[src/eic_defines.vh]
`ifndef EIC_DEFINES_VH
`define EIC_DEFINES_VH

// register byte addresses
`define EIC_ADDR_CONTROL 8'hc0
`define EIC_ADDR_STATUS 8'hc4
`define EIC_ADDR_MASK 8'hc8
`define EIC_ADDR_MCYCLE 8'hcc

// control register bit positions
`define EIC_BIT_PRI3 7
`define EIC_BIT_EN3 6
`define EIC_BIT_FLAG3 5
`define EIC_BIT_TRIG3 4
`define EIC_BIT_PRI2 3
`define EIC_BIT_EN2 2
`define EIC_BIT_FLAG2 1
`define EIC_BIT_TRIG2 0

// reset values
`define EIC_RST_CONTROL 8'h00
`define EIC_RST_MASK 2'h0
`define EIC_PIN_IDLE 2'h3

// status / mask layout: bit 0 source two, bit 1 source three
`define EIC_EVT_W 2

// machine cycle = 12 core clocks
`define EIC_MCYCLE_CLKS 12

// AXI responses
`define EIC_RESP_OKAY 2'h0
`define EIC_RESP_SLVERR 2'h2

`endif

[src/eic_ctrl.v]
// Added by the designer: the AXI4-Lite register port.
`timescale 1ns/1ps
`include "eic_defines.vh"

module eic_ctrl #(
    parameter MCYCLE_CLKS = `EIC_MCYCLE_CLKS
) (
    // clock and reset
    input wire CORE_CLK,
    input wire NRST,
    // external request pins
    input wire EXT_REQUEST_PIN_TWO,
    input wire EXT_REQUEST_PIN_THREE,
    // core side: service acknowledge pulses
    input wire SERVICE_ACK_TWO,
    input wire SERVICE_ACK_THREE,
    // core side: forwarded requests
    output reg IRQ_TWO_HIGH,
    output reg IRQ_TWO_LOW,
    output reg IRQ_THREE_HIGH,
    output reg IRQ_THREE_LOW,
    // interrupt output
    output reg IRQ,
    // AXI4-Lite write address
    input wire [7:0] S_AXI_AWADDR,
    input wire S_AXI_AWVALID,
    output reg S_AXI_AWREADY,
    // AXI4-Lite write data
    input wire [31:0] S_AXI_WDATA,
    input wire [3:0] S_AXI_WSTRB,
    input wire S_AXI_WVALID,
    output reg S_AXI_WREADY,
    // AXI4-Lite write response
    output reg [1:0] S_AXI_BRESP,
    output reg S_AXI_BVALID,
    input wire S_AXI_BREADY,
    // AXI4-Lite read address
    input wire [7:0] S_AXI_ARADDR,
    input wire S_AXI_ARVALID,
    output reg S_AXI_ARREADY,
    // AXI4-Lite read data
    output reg [31:0] S_AXI_RDATA,
    output reg [1:0] S_AXI_RRESP,
    output reg S_AXI_RVALID,
    input wire S_AXI_RREADY
);

    reg [7:0] control;
    reg [`EIC_EVT_W-1:0] evt_status;
    reg [`EIC_EVT_W-1:0] evt_mask;
    reg [1:0] pin_meta;
    reg [1:0] pin_sync;
    reg [1:0] pin_sample;
    reg [1:0] pin_prev;
    reg [7:0] mcycle_cnt;
    reg mcycle_tick;

    // bus-side state
    reg [7:0] aw_addr;
    reg aw_held;
    reg [31:0] w_data;
    reg w_byte0;
    reg w_held;

    // decoded fields and next values
    wire [1:0] pin_async;
    wire [1:0] ack;
    wire [1:0] en;
    wire [1:0] trig_edge;
    wire [1:0] pri;
    wire [1:0] flag;
    wire [1:0] edge_seen;
    wire [1:0] req;
    wire wr_go;
    wire wr_ctrl;
    wire wr_status;
    wire wr_mask;
    wire [7:0] wd;
    wire wr_map;
    wire mcycle_end;
    wire [1:0] wd_flag;
    wire [1:0] next_flag;

    // next values of registered state
    reg [7:0] next_mcycle_cnt;
    reg [1:0] next_status;
    reg next_irq;
    reg [3:0] next_fwd;
    reg [1:0] next_bresp;
    reg [31:0] next_rdata;
    reg [1:0] next_rresp;

    assign pin_async = {EXT_REQUEST_PIN_THREE, EXT_REQUEST_PIN_TWO};
    assign ack = {SERVICE_ACK_THREE, SERVICE_ACK_TWO};
    assign en = {control[`EIC_BIT_EN3], control[`EIC_BIT_EN2]};
    assign trig_edge = {control[`EIC_BIT_TRIG3], control[`EIC_BIT_TRIG2]};
    assign pri = {control[`EIC_BIT_PRI3], control[`EIC_BIT_PRI2]};
    assign flag = {control[`EIC_BIT_FLAG3], control[`EIC_BIT_FLAG2]};

    // two-stage synchroniser; only pin_sync is read by logic
    // pins idle high, so resetting high keeps a false edge out after reset
    always @(posedge CORE_CLK or negedge NRST) begin
        if (!NRST) begin
            pin_meta <= `EIC_PIN_IDLE;
            pin_sync <= `EIC_PIN_IDLE;
        end else begin
            pin_meta <= pin_async;
            pin_sync <= pin_meta;
        end
    end

    // machine cycle timebase; the tick is registered so samples land on one edge
    assign mcycle_end = (mcycle_cnt == MCYCLE_CLKS - 1);

    always @* begin
        if (mcycle_end)
            next_mcycle_cnt = 8'h00;
        else
            next_mcycle_cnt = mcycle_cnt + 8'h01;
    end

    always @(posedge CORE_CLK or negedge NRST) begin
        if (!NRST) begin
            mcycle_cnt <= 8'h00;
            mcycle_tick <= 1'b0;
        end else begin
            mcycle_cnt <= next_mcycle_cnt;
            mcycle_tick <= mcycle_end;
        end
    end

    // once-per-machine-cycle samples; pins held a full cycle are never missed
    always @(posedge CORE_CLK or negedge NRST) begin
        if (!NRST) begin
            pin_sample <= `EIC_PIN_IDLE;
            pin_prev <= `EIC_PIN_IDLE;
        end else if (mcycle_tick) begin
            pin_sample <= pin_sync;
            pin_prev <= pin_sample;
        end
    end

    // write path decode
    assign wr_go = aw_held && w_held && !S_AXI_BVALID;
    assign wr_ctrl = wr_go && w_byte0 && (aw_addr == `EIC_ADDR_CONTROL);
    assign wr_status = wr_go && w_byte0 && (aw_addr == `EIC_ADDR_STATUS);
    assign wr_mask = wr_go && w_byte0 && (aw_addr == `EIC_ADDR_MASK);
    assign wr_map = (aw_addr == `EIC_ADDR_CONTROL) || (aw_addr == `EIC_ADDR_STATUS) ||
        (aw_addr == `EIC_ADDR_MASK) || (aw_addr == `EIC_ADDR_MCYCLE);
    // only byte lane 0 carries register bits; other lanes are dropped
    assign wd = w_data[7:0];
    assign wd_flag = {wd[`EIC_BIT_FLAG3], wd[`EIC_BIT_FLAG2]};

    // per-source flag and request logic
    genvar i;
    generate
        for (i = 0; i < 2; i = i + 1) begin : g_src
            // falling edge: previous sample high, current low
            assign edge_seen[i] = mcycle_tick && pin_prev[i] && !pin_sample[i];
            // edge mode uses sticky flag, level mode the live low sample
            assign req[i] = en[i] && (trig_edge[i] ? flag[i] : !pin_sample[i]);

            // flag priority: edge set, then service clear, then software write
            reg next_flag_bit;
            always @* begin
                next_flag_bit = flag[i];
                if (wr_ctrl)
                    next_flag_bit = wd_flag[i];
                if (trig_edge[i] && ack[i])
                    next_flag_bit = 1'b0;
                if (trig_edge[i] && edge_seen[i])
                    next_flag_bit = 1'b1;
            end
            assign next_flag[i] = next_flag_bit;
        end
    endgenerate

    // control register: software bits plus flags that software writes and edge mode also sets and clears
    always @(posedge CORE_CLK or negedge NRST) begin
        if (!NRST) begin
            control <= `EIC_RST_CONTROL;
        end else begin
            if (wr_ctrl) begin
                control[`EIC_BIT_PRI3] <= wd[`EIC_BIT_PRI3];
                control[`EIC_BIT_EN3] <= wd[`EIC_BIT_EN3];
                control[`EIC_BIT_TRIG3] <= wd[`EIC_BIT_TRIG3];
                control[`EIC_BIT_PRI2] <= wd[`EIC_BIT_PRI2];
                control[`EIC_BIT_EN2] <= wd[`EIC_BIT_EN2];
                control[`EIC_BIT_TRIG2] <= wd[`EIC_BIT_TRIG2];
            end
            // flags follow their per-source next value every cycle
            control[`EIC_BIT_FLAG3] <= next_flag[1];
            control[`EIC_BIT_FLAG2] <= next_flag[0];
        end
    end

    // forwarded requests sorted onto two priority levels
    always @* begin
        next_fwd[0] = req[0] && pri[0];
        next_fwd[1] = req[0] && !pri[0];
        next_fwd[2] = req[1] && pri[1];
        next_fwd[3] = req[1] && !pri[1];
    end

    // registered so every request output leaves a flip-flop
    always @(posedge CORE_CLK or negedge NRST) begin
        if (!NRST) begin
            IRQ_TWO_HIGH <= 1'b0;
            IRQ_TWO_LOW <= 1'b0;
            IRQ_THREE_HIGH <= 1'b0;
            IRQ_THREE_LOW <= 1'b0;
        end else begin
            IRQ_TWO_HIGH <= next_fwd[0];
            IRQ_TWO_LOW <= next_fwd[1];
            IRQ_THREE_HIGH <= next_fwd[2];
            IRQ_THREE_LOW <= next_fwd[3];
        end
    end

    // sticky event status, write one to clear; new event beats the clear
    always @* begin
        next_status = evt_status;
        if (wr_status)
            next_status = evt_status & ~wd[1:0];
        next_status = next_status | edge_seen;
        // interrupt lags the status by one cycle
        next_irq = |(evt_status & evt_mask);
    end

    always @(posedge CORE_CLK or negedge NRST) begin
        if (!NRST) begin
            evt_status <= {`EIC_EVT_W{1'b0}};
            evt_mask <= `EIC_RST_MASK;
            IRQ <= 1'b0;
        end else begin
            evt_status <= next_status;
            if (wr_mask)
                evt_mask <= wd[1:0];
            IRQ <= next_irq;
        end
    end

    // refused offsets leave every register untouched
    always @* begin
        next_bresp = `EIC_RESP_SLVERR;
        if (wr_map)
            next_bresp = `EIC_RESP_OKAY;
    end

    // AXI write channel: address and data taken in either order
    always @(posedge CORE_CLK or negedge NRST) begin
        if (!NRST) begin
            aw_addr <= 8'h00;
            aw_held <= 1'b0;
            w_data <= 32'h00000000;
            w_byte0 <= 1'b0;
            w_held <= 1'b0;
            S_AXI_AWREADY <= 1'b0;
            S_AXI_WREADY <= 1'b0;
            S_AXI_BVALID <= 1'b0;
            S_AXI_BRESP <= `EIC_RESP_OKAY;
        end else begin
            // readies stay low while a response waits, so one write is open
            S_AXI_AWREADY <= !aw_held && !S_AXI_AWREADY && !S_AXI_BVALID;
            S_AXI_WREADY <= !w_held && !S_AXI_WREADY && !S_AXI_BVALID;
            if (S_AXI_AWVALID && S_AXI_AWREADY) begin
                aw_addr <= S_AXI_AWADDR;
                aw_held <= 1'b1;
                S_AXI_AWREADY <= 1'b0;
            end
            if (S_AXI_WVALID && S_AXI_WREADY) begin
                w_data <= S_AXI_WDATA;
                w_byte0 <= S_AXI_WSTRB[0];
                w_held <= 1'b1;
                S_AXI_WREADY <= 1'b0;
            end
            if (wr_go) begin
                aw_held <= 1'b0;
                w_held <= 1'b0;
                S_AXI_BVALID <= 1'b1;
                S_AXI_BRESP <= next_bresp;
            end else if (S_AXI_BVALID && S_AXI_BREADY) begin
                S_AXI_BVALID <= 1'b0;
            end
        end
    end

    // read mux; unmapped offsets answer with an error and zero data
    always @* begin
        next_rdata = 32'h00000000;
        next_rresp = `EIC_RESP_OKAY;
        case (S_AXI_ARADDR)
            `EIC_ADDR_CONTROL: begin
                next_rdata = {24'h000000, control};
            end
            `EIC_ADDR_STATUS: begin
                next_rdata = {30'h00000000, evt_status};
            end
            `EIC_ADDR_MASK: begin
                next_rdata = {30'h00000000, evt_mask};
            end
            `EIC_ADDR_MCYCLE: begin
                next_rdata = {30'h00000000, pin_sample};
            end
            default: begin
                next_rresp = `EIC_RESP_SLVERR;
            end
        endcase
    end

    // AXI read channel; reads have no side effects
    always @(posedge CORE_CLK or negedge NRST) begin
        if (!NRST) begin
            S_AXI_ARREADY <= 1'b0;
            S_AXI_RVALID <= 1'b0;
            S_AXI_RDATA <= 32'h00000000;
            S_AXI_RRESP <= `EIC_RESP_OKAY;
        end else begin
            S_AXI_ARREADY <= !S_AXI_ARREADY && !S_AXI_RVALID;
            if (S_AXI_ARVALID && S_AXI_ARREADY) begin
                S_AXI_ARREADY <= 1'b0;
                S_AXI_RVALID <= 1'b1;
                S_AXI_RDATA <= next_rdata;
                S_AXI_RRESP <= next_rresp;
            end else if (S_AXI_RVALID && S_AXI_RREADY) begin
                S_AXI_RVALID <= 1'b0;
            end
        end
    end

endmodule // eic_ctrl

[config.mk]
export PLATFORM = sky130hd
export DESIGN_NAME = eic_ctrl
export DESIGN_NICKNAME = d
export VERILOG_FILES = /design/src/eic_ctrl.v
export VERILOG_INCLUDE_DIRS = /design/src
export SDC_FILE = /design/constraint.sdc
export NUM_CORES = 1
export LEC_CHECK = 0
export BUFFER_PORTS_ARGS = -buffer_cell sky130_fd_sc_hd__buf_2
export CAP_MARGIN = 20
export CORE_MARGIN = 4
export CORE_UTILIZATION = 49
export CTS_CLUSTER_SIZE = 25
export DETAILED_ROUTE_END_ITERATION = 8
export MAX_ROUTING_LAYER = met4
export PLACE_DENSITY = 0.8
export RECOVER_POWER = 50
export SLEW_MARGIN = 20
export SYNTH_ARGS = -nofsm -noshare
export SYNTH_HDL_FRONTEND = slang
export SYNTH_SLANG_ARGS = --single-unit
[constraint.sdc]
create_clock -name CORE_CLK -period 2.6 [get_ports CORE_CLK]
set_input_delay 0.26 -clock CORE_CLK [delete_from_list [all_inputs] [get_ports CORE_CLK]]
set_output_delay 0.26 -clock CORE_CLK [all_outputs]
set_load 0.05 [all_outputs]
Word-level counts from Yosys, hierarchy flattened. Index checks and enable logic that the tools add are counted.

Bitwise operators: 4. Muxes and demuxes: 24. Add/subtract/negate cells: 1. Reductions and logical operators: 52. Equality and inequality tests: 9.

Operators with widths (count): $eq A8 B8 Y1 const B (8); $pmux W8 S4 (1); $logic_and A1 B1 Y1 (30); $mux W1 (19); $logic_not A1 Y1 (11); $add A8 B1 Y8 const B (1); $eq A8 B4 Y1 const B (1); $mux W8 (1); $reduce_bool A2 Y1 (4); $mux W2 (3); $reduce_bool A3 Y1 (2); $and A2 B2 Y2 (2); $reduce_or A4 Y1 (1); $logic_or A1 B1 Y1 (3); $not A2 Y2 (1); $or A2 B2 Y2 (1); $reduce_or A2 Y1 (1).

Word-level logic and storage cells: 119. Bits in registers: 94.

Longest topological paths before layout.
Depth after elaboration: 7. Mapped depth: 4. Depth with buffers taken out: 4.

Worst setup path before layout. Ideal clock, no wire load.

Kind: reg2reg. From: register S_AXI_BVALID. To: register control[0]. Data required time: 2.475 ns. Library setup time: 0.125 ns. Buffers on the path: 0. Stages on the path, launching flop included: 4. Setup slack: 0.617 ns. Arrival time: 1.859 ns. Cells stage by stage: dfrtp_1 > nand4b_1 > nor4b_4 > mux2_2.

Word-level cells in the longest chain between the ends: 4.

RTL lines: from (decl) (line eic_ctrl.v:35) `output reg S_AXI_BVALID,`; from (signal assigned) (line eic_ctrl.v:260) `S_AXI_BVALID <= 1'b0;`; from (signal assigned) (line eic_ctrl.v:280) `S_AXI_BVALID <= 1'b1;`; from (signal assigned) (line eic_ctrl.v:283) `S_AXI_BVALID <= 1'b0;`; $logic_not A1 Y1 (line eic_ctrl.v:144) `assign wr_go = aw_held && w_held && !S_AXI_BVALID;`; $logic_and A1 B1 Y1 (line eic_ctrl.v:144); $logic_and A1 B1 Y1 (2 in series) (line eic_ctrl.v:145) `` assign wr_ctrl = wr_go && w_byte0 && (aw_addr == `EIC_ADDR_CONTROL); ``; to (signal assigned) (line eic_ctrl.v:181) `` control <= `EIC_RST_CONTROL; ``; to (signal, indexed assignment) (line eic_ctrl.v:184) `` control[`EIC_BIT_PRI3] <= wd[`EIC_BIT_PRI3]; ``; to (signal, indexed assignment) (line eic_ctrl.v:185) `` control[`EIC_BIT_EN3] <= wd[`EIC_BIT_EN3]; ``; to (decl) (line eic_ctrl.v:48) `reg [7:0] control;`.

No other way between the ends. A chain may end at the register's enable or synchronous reset.

Final worst setup path.
From: register aw_addr[1]. To: register control[6].

Word-level cells in the longest chain between the ends: 2.

RTL lines: from (decl) (line eic_ctrl.v:59) `reg [7:0] aw_addr;`; from (signal assigned) (line eic_ctrl.v:253) `aw_addr <= 8'h00;`; from (signal assigned) (line eic_ctrl.v:267) `aw_addr <= S_AXI_AWADDR;`; $eq A8 B8 Y1 (no source line); $logic_and A1 B1 Y1 (line eic_ctrl.v:145).

No other way between the ends.

==> flow_summary.toml <==
[sta]
relSlewSlack = -0.0572
period_minus_slack_ps = 2050
slew_violations = 69
rsz0062_at_grt = "false"
fmax_ghz = 0.487
finalCritPeriodShare = 0.790
finalSetupTns_ps = 0
setup_viol_count_final = 0
tightest_slew_ps = 1590
finalHoldViolations = 0
skew_ps = 3.38

[min_path]
min_to = "pin_meta[0]"
hold_path_class = "in -> reg"
whs_path_depth = 1
worstHoldStart = "EXT_REQUEST_PIN_TWO"

[route]
ant_nets = 0
dr.first_iter.drc_count = 70
drc = 0
routed_via_density = 5.00
wire_per_inst_microns = 13.8
wl_microns = 5200
first_pass_iters = 4
dr_total_vias = 1885

[clock_network]
clock_sinks = 68
cts_tree = "done"
clockBufferDepth = 2
path_clk_slew_ps = 60
cts_root_buffer = "clkbuf_8"
post_cts_buffers = 0
htreeDepth = 3
clk_latency_ps = 330
cts_buffers = 9

[critical_path]
crit_buf_inv = 0
rr_worst_depth = 3
cp-startpoint = "aw_addr[1]"
crit_fanout = 10
startpoint_type = "flop"
r2r-end = "control[6]"
worstSetupEndpointType = "flop"
cp_slowest_cell = "nor4b_4"
criticalPathCategory = "reg -> reg"
crit_arrival_ps = 2270
critPathTopFamily = "simple AND/OR/NAND/NOR gates"
r2r_slack_ps = 550
cp_cell_sequence = "or4_4, nor4b_4, mux2_2"
worstReg2RegStart = "aw_addr[1]"
cp.required_ps = 2820
slowest_delay_ps = 590

[logic_synthesis]
synthesis.area_sq_um = 2880
ys_ff_latch = 68
synth_edf_count = 0
ys_async_sr_fraction = 1.00
synth_warnings = 0
avgSynthCellArea_sq_um = 12.3
synth_top_area_cell = "dfrtp_1"
netlist.area_leader.share = 0.522
yosysSeqAreaShare = 0.595
syn-instance-count = 234
synth_top_flop_cell = "dfrtp_1"
synth_area_leaders = "dfrtp_1 (52%), mux2_2 (11%), dfstp_2 (7.3%), buf_4 (6.8%), nand2_1 (4.3%)"
synth_cell_type_count = 32

[pwr]
p_leak_nw = 1.64
powerDensity_nw_per_um2 = 862
ir_drop_uv = 535

[cells_and_area]
final_common_cell = "dfrtp_1"
nets = 364
final_cell_mix = "dfrtp_1 (60), buf_2 (55), nand2_1 (33)"
area_growth_pct = 15.2
drive_gt1_frac = 0.367
antenna_cells = 0
fin_cells = 377

[grt]
grt_pass1_vias = 1828
grt_pass1_wl_microns = 8500
grt.total_usage = 0.158
grt_max_degree = 69
overflow = 0
antenna_found_initial = 0

[floorplan]
ios = 109
coreArea_sq_um = 5610
fp.dieW_microns = 84.6
start_util = 0.513
fp.dieH_microns = 84.6
die_area_sq_um = 7160
rows = 27

[outcome]
violations = "max-capacitance violations, max-slew violations"
outcome = "complete, but fails checks"

[place]
dp_cells = 360
dpl.hpwl_microns = 3870
port_buffers = 55
place_congestion = 0.778

[run]
maxCapViolCount = 1
[logic make-up (layout without fill, tap and decap cells)]
family / count (synthesis) / in the layout / share of synthesized area
xor+xnor: 5 / 5 / 0.0152
buf+inv: 32 / 78 / 0.0757
fa+ha+maj: 1 / 1 / 0.00435
mux: 31 / 31 / 0.129
other cells: 1 / 26 / 0.00130
compound gates: 25 / 25 / 0.0553
flops: 68 / 68 / 0.595
simple gates: 71 / 71 / 0.124
[state kept, by name (all words and copies together), names as in the netlist, 2 cells and up]
name         flops
S_AXI_RDATA      8
aw_addr          8
control          8
mcycle_cnt       8
w_data           8
evt_mask         2
evt_status       2
pin_meta         2
pin_prev         2
pin_sample       2
pin_sync         2
[synth_stat cells, types with 2 or more instances]
library cell,instances
and3_1,2
dfrtp_1,60
o31ai_1,2
a211o_1,2
nor4_1,2
mux2_2,28
nand2_1,33
o21ai_0,15
inv_1,5
o41ai_1,2
nor4b_4,2
and3_2,2
nor3_1,2
xnor2_1,3
nor2_1,18
nand3_1,4
a22o_1,3
mux4_2,2
buf_4,26
dfstp_2,8
xor2_1,2
[report_power, final]
part / internal, mW / total [mW] / switching (mW)
registers: 1.28 / 1.44 / 0.163
logic: 0.253 / 0.695 / 0.441
clock network: 0.370 / 0.722 / 0.352
[per-stage QoR]
stage                     power [mW]  utilization  hold slack, ps  area (sq um)  worst slack (ps)
final                           2.86        0.591            23.7          3310               546
after global routing            3.02        0.591            5.42          3310               472
after CTS                       2.89        0.589            5.18          3310               541
after detailed placement        2.16        0.560             349          3140               555
after global placement          2.12        0.560             347          3140               583
after floorplan                 1.99            -           -35.6          2970               617
[repair_timing]
item / CTS / global route
resized for setup: 0 / 0
hold buffers: 0 / 1
setup endpoints to repair: 0 / 0
endpoints found under the hold margin: 0 / 1
[layer usage]
metal / up-vias / global-route usage / part of all wire
met2: 81 / 0.239 / 0.48
met5: - / - / 0
met3: 10 / 0.0775 / 0.10
met4: 0 / 0.0547 / 0.018
li1: 886 / - / -
met1: 908 / 0.184 / 0.40
[worst max-delay path by stage]
stage | endpoint | slack [ps] | depth (start not counted)
2_1_floorplan | control[0] | 620 | 3
3_3_place_gp | control[4] | 580 | 3
3_5_place_dp | control[6] | 560 | 3
4_1_cts | control[6] | 540 | 3
5_1_grt | control[6] | 470 | 3
6_report | control[6] | 550 | 3
[area by class of cell]
class	instances	area [sq um]
clock buffers	14	153
clock inverters	2	10.0
fillers	488	2290
inverters	5	18.8
multi-input cells	159	1040
flip-flops and latches	68	1710
well taps	72	90.1
repair buffers	57	290
Note: power is estimated with default switching activity, not from simulation.
